File: config.mk
export PLATFORM = sky130hd
export DESIGN_NAME = drive_process_data_decoder
export DESIGN_NICKNAME = d
export VERILOG_FILES = /design/src/common/pd_decoder_pkg.sv /design/src/ramp_clamp.sv /design/src/drive_process_data_decoder.sv
export SDC_FILE = /design/constraint.sdc
export NUM_CORES = 1
export LEC_CHECK = 0
export BUFFER_PORTS_ARGS = -buffer_cell sky130_fd_sc_hd__buf_2
export CORE_AREA = 2 2 109 111
export CTS_BUF_LIST = sky130_fd_sc_hd__clkbuf_2 sky130_fd_sc_hd__clkbuf_4 sky130_fd_sc_hd__clkbuf_8
export DETAILED_ROUTE_END_ITERATION = 8
export DIE_AREA = 0 0 111 113
export PLACE_DENSITY = 0.8
export SYNTH_ARGS = -nofsm -noshare
export SYNTH_HDL_FRONTEND = slang
export SYNTH_SLANG_ARGS = --single-unit
File: constraint.sdc
create_clock -name clk_in -period 2.6 [get_ports clk_in]
set_clock_uncertainty 0.05 [all_clocks]
set_input_delay 0.52 -clock clk_in [delete_from_list [all_inputs] [get_ports clk_in]]
set_output_delay 0.52 -clock clk_in [all_outputs]
set_load 0.02 [all_outputs]
File: src/common/pd_decoder_pkg.sv
package pd_decoder_pkg;

   localparam int WORD_W = 16;

   // control word field positions
   localparam int CTL_RUN_BIT   = 0;
   localparam int CTL_DIR_BIT   = 1;
   localparam int CTL_RAMP_BIT  = 2;
   localparam int CTL_RESET_BIT = 6;
   localparam logic [2:0] CTL_ENABLE_PAT = 3'h6;

   // ramp limits in milliseconds
   localparam logic [15:0] RAMP_MIN_MS = 16'h0064;
   localparam logic [15:0] RAMP_MAX_MS = 16'h2710;

   // speed full-scale codes
   localparam logic [15:0] SPEED_FULL_CW  = 16'h4000;
   localparam logic [15:0] SPEED_FULL_CCW = 16'hc000;

   // reset values
   localparam logic [15:0] SPEED_RST = 16'h0000;
   localparam logic [15:0] RAMP_RST  = 16'h03e8;

   // avalon register offsets
   localparam logic [3:0] REG_CONFIG  = 4'h0;
   localparam logic [3:0] REG_STATUS  = 4'h4;
   localparam logic [3:0] REG_SPEED   = 4'h8;
   localparam logic [3:0] REG_RAMP    = 4'hc;
   localparam int CFG_THREE_BIT = 0;

   typedef struct packed {
      logic [15:0] control_out_word;
      logic [15:0] speed_out_word;
      logic [15:0] ramp_out_word;
   } out_words_t;

   typedef struct packed {
      logic [15:0] status_in_word_first;
      logic [15:0] current_in_word;
      logic [15:0] status_in_word_second;
   } in_words_t;

   typedef struct packed {
      logic        enable;
      logic        stop;
      logic        fault_ack;
      logic [15:0] speed;
      logic [15:0] ramp_ms;
   } drive_cmd_t;

endpackage : pd_decoder_pkg

File: src/ramp_clamp.sv
`timescale 1ns/1ns
`default_nettype none
module ramp_clamp
(
   input  wire logic [15:0] ramp_in,
   output logic      [15:0] ramp_out
);
   always_comb
   begin
      if (ramp_in < pd_decoder_pkg::RAMP_MIN_MS)
         ramp_out = pd_decoder_pkg::RAMP_MIN_MS;
      else if (ramp_in > pd_decoder_pkg::RAMP_MAX_MS)
         ramp_out = pd_decoder_pkg::RAMP_MAX_MS;
      else
         ramp_out = ramp_in;
   end
endmodule : ramp_clamp
`default_nettype wire

File: src/drive_process_data_decoder.sv
// What this block does
// - supports two-word and three-word process data
// - two words: control, speed; status1, current
// - three words add ramp out, status2 in
// - ignore output words while address is zero
// - low three bits 110 mean enable
// - enable needs a direction terminal asserted
// - bit 2 zero stops on current ramp
// - control bit 6 acknowledges a present fault
// - speed signed, 4000 full cw, c000 ccw
// - three words: third word is ramp ms
// - two words: ramp from local selector switch
`timescale 1ns/1ns
`default_nettype none
module drive_process_data_decoder
(
   input  wire logic                      clk_in,
   input  wire logic                      resetn_in,
   input  wire logic                      pd_valid_in,
   input  wire pd_decoder_pkg::out_words_t pd_out_words_in,
   input  wire logic [15:0]               status_first_in,
   input  wire logic [15:0]               output_current_in,
   input  wire logic [15:0]               status_second_in,
   input  wire logic [3:0]                address_switch_in,
   input  wire logic [15:0]               ramp_selector_switch_in,
   input  wire logic                      clockwise_terminal_in,
   input  wire logic                      counterclockwise_terminal_in,
   input  wire logic                      fault_in,
   input  wire logic [3:0]                avs_address_in,
   input  wire logic                      avs_read_in,
   input  wire logic                      avs_write_in,
   input  wire logic [31:0]               avs_writedata_in,
   input  wire logic [3:0]                avs_byteenable_in,
   output logic      [31:0]               avs_readdata_out,
   output logic                           avs_waitrequest_out,
   output pd_decoder_pkg::in_words_t      pd_in_words_out,
   output pd_decoder_pkg::drive_cmd_t     drive_cmd_out,
   output logic                           fault_clear_out
);

   // one-cycle wait gives registered read data with a clean handshake
   typedef enum logic [1:0] {
      BUS_IDLE = 2'b01,
      BUS_DONE = 2'b10
   } bus_state_t;

   bus_state_t                  bus_q, bus_d;
   logic                        three_q, three_d;
   logic [31:0]                 rdata_q, rdata_d;
   pd_decoder_pkg::drive_cmd_t  cmd_q, cmd_d;
   pd_decoder_pkg::in_words_t   inw_q, inw_d;
   logic                        fclr_q, fclr_d;
   logic [15:0]                 clamped_ramp;
   logic [15:0]                 ctl;
   logic                        addr_ok;
   logic                        dir_ok;
   logic                        take;

   // zero-extends a returned word onto the 32-bit bus
   function automatic logic [31:0] zext16(input logic [15:0] v);
      zext16 = {16'h0000, v};
   endfunction : zext16

   // only bits 0..2 count, so special-function bits cannot enable
   function automatic logic enable_pat(input logic [15:0] c);
      enable_pat = (c[2:0] == pd_decoder_pkg::CTL_ENABLE_PAT);
   endfunction : enable_pat

   function automatic logic stop_req(input logic [15:0] c);
      stop_req = ~c[pd_decoder_pkg::CTL_RAMP_BIT];
   endfunction : stop_req

   function automatic logic reset_req(input logic [15:0] c);
      reset_req = c[pd_decoder_pkg::CTL_RESET_BIT];
   endfunction : reset_req

   function automatic logic [31:0] status_word
   (
      input logic [3:0] addr,
      input logic       ack,
      input logic       stop,
      input logic       enable,
      input logic       gate
   );
      status_word = {24'h00_0000, addr, ack, stop, enable, gate};
   endfunction : status_word

   // unmapped offsets read as zero
   function automatic logic [31:0] reg_read
   (
      input logic [3:0]  addr,
      input logic        three,
      input logic [31:0] status,
      input logic [15:0] speed,
      input logic [15:0] ramp
   );
      unique case (addr)
         pd_decoder_pkg::REG_CONFIG:
            reg_read = {31'h0000_0000, three};
         pd_decoder_pkg::REG_STATUS:
            reg_read = status;
         pd_decoder_pkg::REG_SPEED:
            reg_read = zext16(speed);
         pd_decoder_pkg::REG_RAMP:
            reg_read = zext16(ramp);
         default:
            reg_read = 32'h0000_0000;
      endcase
   endfunction : reg_read

   ramp_clamp u_clamp
   (
      .ramp_in  (pd_out_words_in.ramp_out_word),
      .ramp_out (clamped_ramp)
   );

   assign ctl     = pd_out_words_in.control_out_word;
   assign addr_ok = (address_switch_in != 4'h0);
   assign dir_ok  = clockwise_terminal_in | counterclockwise_terminal_in;
   assign take    = pd_valid_in && addr_ok;

   // fault clear pulses once per accepted frame with control bit 6 set and a fault present
   always_comb
   begin
      fclr_d = 1'b0;
      if (take && reset_req(ctl) && fault_in)
         fclr_d = 1'b1;
   end

   // decoder; reserved bits 3..5 and 7..15 are never looked at
   always_comb
   begin
      cmd_d           = cmd_q;
      cmd_d.fault_ack = 1'b0;
      if (take)
      begin
         cmd_d.stop      = stop_req(ctl);
         cmd_d.enable    = enable_pat(ctl) && dir_ok;
         cmd_d.speed     = pd_out_words_in.speed_out_word;
         cmd_d.fault_ack = fclr_d;
      end
      // enable drops on the next clock edge when both terminals release, without waiting for a frame
      if (!dir_ok)
      begin
         cmd_d.enable = 1'b0;
      end
      if (three_q)
      begin
         if (take)
            cmd_d.ramp_ms = clamped_ramp;
      end
      else
      begin
         cmd_d.ramp_ms = ramp_selector_switch_in;
      end
   end

   // returned words; third word is zero in two-word mode
   always_comb
   begin
      inw_d.status_in_word_first = status_first_in;
      inw_d.current_in_word      = output_current_in;
      if (three_q)
      begin
         inw_d.status_in_word_second = status_second_in;
      end
      else
      begin
         inw_d.status_in_word_second = 16'h0000;
      end
   end

   // avalon slave; one wait cycle, no back-pressure beyond it
   always_comb
   begin
      bus_d = bus_q;
      unique case (bus_q)
         BUS_IDLE:
         begin
            if (avs_read_in || avs_write_in)
               bus_d = BUS_DONE;
         end
         BUS_DONE:
         begin
            bus_d = BUS_IDLE;
         end
         default:
         begin
            bus_d = BUS_IDLE;
         end
      endcase
   end

   // config bit; a write lacking byte lane 0 is dropped
   always_comb
   begin
      three_d = three_q;
      if (bus_q == BUS_IDLE && avs_write_in && !avs_read_in &&
          avs_byteenable_in[0] &&
          avs_address_in == pd_decoder_pkg::REG_CONFIG)
         three_d = avs_writedata_in[pd_decoder_pkg::CFG_THREE_BIT];
   end

   // read data captured in the wait cycle, held until the next read
   always_comb
   begin
      rdata_d = rdata_q;
      if (bus_q == BUS_IDLE && avs_read_in)
         rdata_d = reg_read(avs_address_in, three_q,
                            status_word(address_switch_in,
                                        cmd_q.fault_ack, cmd_q.stop,
                                        cmd_q.enable, addr_ok),
                            cmd_q.speed, cmd_q.ramp_ms);
   end

   always_ff @(posedge clk_in)
   begin
      if (!resetn_in)
      begin
         bus_q <= BUS_IDLE;
      end
      else
      begin
         bus_q <= bus_d;
      end
   end

   always_ff @(posedge clk_in)
   begin
      if (!resetn_in)
      begin
         three_q <= 1'b0;
      end
      else
      begin
         three_q <= three_d;
      end
   end

   always_ff @(posedge clk_in)
   begin
      if (!resetn_in)
      begin
         rdata_q <= 32'h0000_0000;
      end
      else
      begin
         rdata_q <= rdata_d;
      end
   end

   // stopped and disabled until the first accepted frame
   always_ff @(posedge clk_in)
   begin
      if (!resetn_in)
      begin
         cmd_q <= '{enable: 1'b0, stop: 1'b1, fault_ack: 1'b0,
                    speed: pd_decoder_pkg::SPEED_RST,
                    ramp_ms: pd_decoder_pkg::RAMP_RST};
      end
      else
      begin
         cmd_q <= cmd_d;
      end
   end

   always_ff @(posedge clk_in)
   begin
      if (!resetn_in)
      begin
         inw_q <= '0;
      end
      else
      begin
         inw_q <= inw_d;
      end
   end

   always_ff @(posedge clk_in)
   begin
      if (!resetn_in)
      begin
         fclr_q <= 1'b0;
      end
      else
      begin
         fclr_q <= fclr_d;
      end
   end

   assign avs_waitrequest_out = (avs_read_in || avs_write_in) &&
                                (bus_q == BUS_IDLE);
   assign avs_readdata_out    = rdata_q;
   assign pd_in_words_out     = inw_q;
   assign drive_cmd_out       = cmd_q;
   assign fault_clear_out     = fclr_q;

endmodule : drive_process_data_decoder
`default_nettype wire

Word-level counts from Yosys, hierarchy flattened
Cells that the tools add are included.
- magnitude comparators: 2
- eq/ne operators: 6
- mux-type cells: 6
- bitwise logic cells: 2
- reductions and logical operators: 18
- operators by type and width (kind ; count):
    2-to-1 mux 16 bit ; 4
    one-hot mux 16 bit (4 select lines) ; 1
    greater-than comparator 16 x 14 -> 1 bit, second input constant ; 1
    less-than comparator 16 x 7 -> 1 bit, second input constant ; 1
    logical AND 1 bit ; 10
    == test 4 bit, second input constant ; 2
    AND reduction 2 bit ; 4
    == test 4 x 3 -> 1 bit, second input constant ; 1
    zero test 4 bit ; 1
    nonzero test 4 bit ; 1
    == test 3 bit, second input constant ; 1
    == test 2 x 1 -> 1 bit, second input constant ; 1
    != test 2 x 1 -> 1 bit, second input constant ; 1
    zero test 1 bit ; 1
    logical OR 1 bit ; 1
    2-to-1 mux 1 bit ; 1
    NOT 1 bit ; 1
    OR 1 bit ; 1
- register bits: 119
- bits of input ports: 164
- output and inout bits: 117
- word-level logic and storage cells: 46

Logic depth before layout (Yosys ltp)
- word-level depth: 5
- gate-level depth with buffers: 6

Cells and area by module
A second synthesis with hierarchy kept.
- cells, all modules: 422
- area total of the unflattened synthesis: 4032.6 sq um
- modules (own cells, without submodules) (module ; instances ; cells an instance ; area each (sq um)):
    drive_process_data_decoder ; 1 ; 381 ; 3794.9
    ramp_clamp ; 1 ; 41 ; 237.7

Worst setup path after synthesis
OpenSTA, ideal clock, no wires.
- kind: input to register
- start point: in pd_out_words_in[14] in the netlist's numbering
- end point: reg cmd_q (netlist bit drive_cmd_out[8])
- setup time: 140 ps
- arrival: 1926 ps
- required time: 2410 ps
- slack: 485 ps
- stages on the path: 5
- path through: or4_4 or4_4 and2_4 o21ai_0 o2111ai_1
- word-level cells in the longest chain between the ends: 5
- ends and longest elaborated chain (element ; line ; text):
    start, declared ; drive_process_data_decoder.sv:20 ; input wire pd_decoder_pkg::out_words_t pd_out_words_in,
    greater-than comparator 16 x 14 -> 1 bit ; ramp_clamp.sv:12 ; else if (ramp_in > pd_decoder_pkg::RAMP_MAX_MS)
    2-to-1 mux 16 bit ; ramp_clamp.sv:12 ;
    2-to-1 mux 16 bit * ; ramp_clamp.sv:10 ; if (ramp_in < pd_decoder_pkg::RAMP_MIN_MS)
    2-to-1 mux 16 bit * ; drive_process_data_decoder.sv:149 ; if (take)
    2-to-1 mux 16 bit * ; drive_process_data_decoder.sv:147 ; if (three_q)
    end signal, assigned ; drive_process_data_decoder.sv:257 ; cmd_q <= '{enable: 1'b0, stop: 1'b1, fault_ack: 1'b0,
    end signal, assigned ; drive_process_data_decoder.sv:263 ; cmd_q <= cmd_d;
    end, declared ; drive_process_data_decoder.sv:50 ; pd_decoder_pkg::drive_cmd_t cmd_q, cmd_d;
Every way passes the cells marked *; elsewhere a longest branch is shown, timed or not. The select of a mux whose other input is x is not followed.
A chain may end at the register's enable or synchronous reset.

Final worst setup path
- start point: in pd_out_words_in[14] in the netlist's numbering
- end point: reg cmd_q (netlist bit drive_cmd_out[9])
Same word-level chain as after synthesis.

==> results.toml <==
[status]
status = "complete, no violations"

[detailed_routing]
routed_wirelength_um = 11200
initialDrtViolationCount = 229
drtPass1Iterations = 4
antenna_left = 0
dr_wl_met2_um = 5270
drc = 0
via_count = 3685
avgRoutedWirePerCell_um = 14.5
met1_length_um = 4800
highest_layer = "met4"
wl_met3_um = 848
vias_per_cell = 4.77

[finish]
design_area_mm2 = 0.00532
layout.nets = 790
n_fill_cell = 1118
drive_above_1_share_pct = 41.2
n_antenna_cell = 0
multiInputGateArea_mm2 = 0.00169
syn2layout_area_growth_pct = 34.7
register_area_mm2 = 0.00206

[grt]
grt_pass1_wl_um = 17300
grt_usage_pct = 17.6
grt_max_degree = 50
grt_pass1_vias = 3462
antenna_found_initial = 0
overflow = 0

[critical_path]
worstPathArrival_ns = 2.13
cp.required_ns = 2.80
crit_path_max_incr_delay_ns = 0.55
critPathTopFamily = "simple AND/OR/NAND/NOR gates"
path_cells = "buf_2 -> or4_4 -> or4_4 -> and2_4 -> o21ai_0 -> o2111ai_1"
cp_max_fo = 6
critical_path_class = "primary input to register"
cp_slowest_cell = "or4_4"
critPathLaunchType = "primary input"
cp-end-kind = "register"
cp_common_cell = "or4_4"
path_buf_inv = 1

[yosys]
synth_edf_count = 0
yosys-top-cells-area = "dfxtp_1, and2_1, nand2_1"
synth_top_area_cell = "dfxtp_1"
synth_top_area_share_pct = 52.2
ys.flop_type = "dfxtp_1"
synthArstFlopShare_pct = 0
synth_common_cells = "dfxtp_1, nand2_1, and2_1"
postSynthAreaPerCell_um2 = 9.44
yosysSeqAreaShare_pct = 52.2
synth_warnings = 0
synthMostInstantiatedCell = "dfxtp_1"
synthesis.area_mm2 = 0.00395
synthCells = 418
synth_cell_types = 39
ys_ff_latch = 103

[pwr]
p_switching_uw = 828
total_power_mw = 3.12
p_seq_share_pct = 53.5
internal_power_mw = 2.30
p_sw_share_pct = 26.5
p_per_area_mw_per_mm2 = 587
combPwrFrac_pct = 14.3
p_leak_nw = 2.60
vdd_ir_drop_max_v = 0.000373
pwr-share-clk_pct = 32.3

[die]
io_pins = 281
core_area_mm2 = 0.0113
initial_core_util_pct = 35.0
fp-row-count = 39
fp.dieW_um = 111
die_area_mm2 = 0.0125
die_h_um = 113

[cts]
cts_setup_buffers = 0
cts_made_buffers = 9
root_buffer = "clkbuf_8"
clock_path_buffers = 2
cts_hold_buffers = 0
clk_pin_slew_ns = 0.09
cts_sinks = 103
postCtsResizedCells = 0
h-tree-depth = 3
insertion_delay_ns = 0.38
cts_tree = "yes"

[placed_design]
hpwl_um = 8490
place_congestion = 0.791
dp_slack_ns = 0.267
place_area_mm2 = 0.00513
port_buffers = 218

[timing]
period_minus_slack_ns = 1.94
rsz0062_at_grt = "no"
period_share_pct = 74.5
setup_viol = 0
hold_viol = 0
layout_setup_ws_ns = 0.664
drv_slew = 0
timing.fmax_mhz = 516
fin_setup_tns_ns = 0

[hold_path]
hp-class = "primary input to register"

[flow_run]
cap_violations = 0
[worst register-to-register path, delay by kind of cell, from the launching register on]
family / cells / cell delay (ns)
and+or+nand+nor: 4 / 1.12
DFF: 1 / 0.32
AOI/OAI and AO/OA: 1 / 0.13
[power by group through the flow]
| stage | combinational [mW] | clock (mW) | sequential (mW) |
|---|---|---|---|
| 2_1_floorplan | 0.189 | 0 | 1.78 |
| 3_3_place_gp | 0.444 | 0 | 1.71 |
| 3_5_place_dp | 0.449 | 0 | 1.71 |
| 4_1_cts | 0.451 | 1.05 | 1.67 |
| 5_1_grt | 0.486 | 1.12 | 1.68 |
| 6_report | 0.445 | 1.01 | 1.67 |
[layout by cell type, fill, tap and decap left out, types with 2 or more instances in the layout]
| cell type | count |
|---|---|
| nand2b_1 | 3 |
| o2111ai_1 | 6 |
| a21boi_1 | 2 |
| buf_2 | 218 |
| dfxtp_1 | 102 |
| buf_4 | 6 |
| and2_1 | 35 |
| nor2b_1 | 14 |
| and3_1 | 17 |
| nand2_1 | 55 |
| clkbuf_8 | 10 |
| a21oi_1 | 4 |
| nand3_1 | 16 |
| nor2_1 | 9 |
| inv_1 | 10 |
| or4_1 | 2 |
| nor3_1 | 5 |
| o211ai_1 | 3 |
| a22oi_1 | 14 |
| nand4_1 | 2 |
| conb_1 | 16 |
| a21boi_0 | 18 |
| o21ai_0 | 19 |
| nor4_1 | 2 |
| mux2_2 | 14 |
| or4_4 | 2 |
| mux2i_1 | 3 |
| a31oi_1 | 4 |
[flip-flops by register name (all words and copies together) (netlist names)]
| name | cells |
|---|---|
| avs_readdata_out | 16 |
| bus_q | 2 |
| drive_cmd_out | 35 |
| fault_clear_out | 1 |
| pd_in_words_out | 48 |
| three_q | 1 |
[through the flow]
stage	utilization, %	hold slack (ns)	cells
floorplan	-	0.489	433
global placement	45.5	0.385	758
detailed placement	45.5	0.389	758
CTS	47.2	0.257	772
global route	47.2	0.257	772
finish	47.2	0.287	772
[area by class of cell]
type	count	area share, %
Clock buffer	11	2.73
Clock inverter	3	0.823
Inverter	10	0.706
Multi-Input combinational cell	277	31.9
Sequential cell	103	38.8
Tap cell	143	3.36
Timing Repair Buffer	225	21.7
[cell families (layout without fill, tap and decap cells)]
| family | count (synthesis) | in the layout | synth area share (%) |
|---|---|---|---|
| AND/OR/NAND/NOR | 166 | 166 | 22.1 |
| flip-flops | 103 | 103 | 52.2 |
| AO/OA/AOI/OAI | 77 | 77 | 13.7 |
| buffers and inverters | 53 | 249 | 6.56 |
| multiplexers | 18 | 18 | 5.32 |
| other | 1 | 16 | 0.0950 |
[final timing paths]
path,from,to,slack (ns),cells past startpoint
min reg2reg,avs_readdata_out[7]$_SDFFE_PN0P_,avs_readdata_out[7]$_SDFFE_PN0P_,0.41,2
max,pd_out_words_in[14],drive_cmd_out[9]$_SDFFE_PN1P_,0.66,6
min,status_first_in[8],pd_in_words_out[40]$_SDFF_PN0_,0.29,2
max reg2reg,bus_q[0]$_SDFFE_PN1N_,avs_readdata_out[12]$_SDFFE_PN0P_,0.92,5
[routing by layer]
| metal | vias to the layer above | GRT usage (%) |
|---|---|---|
| met2 | 163 | 28.2 |
| met1 | 1691 | 22.1 |
| met3 | 20 | 3.86 |
| li1 | 1811 | - |
| met4 | 0 | 10.3 |
| met5 | - | 0 |
Power figures use the tool's default switching activity.
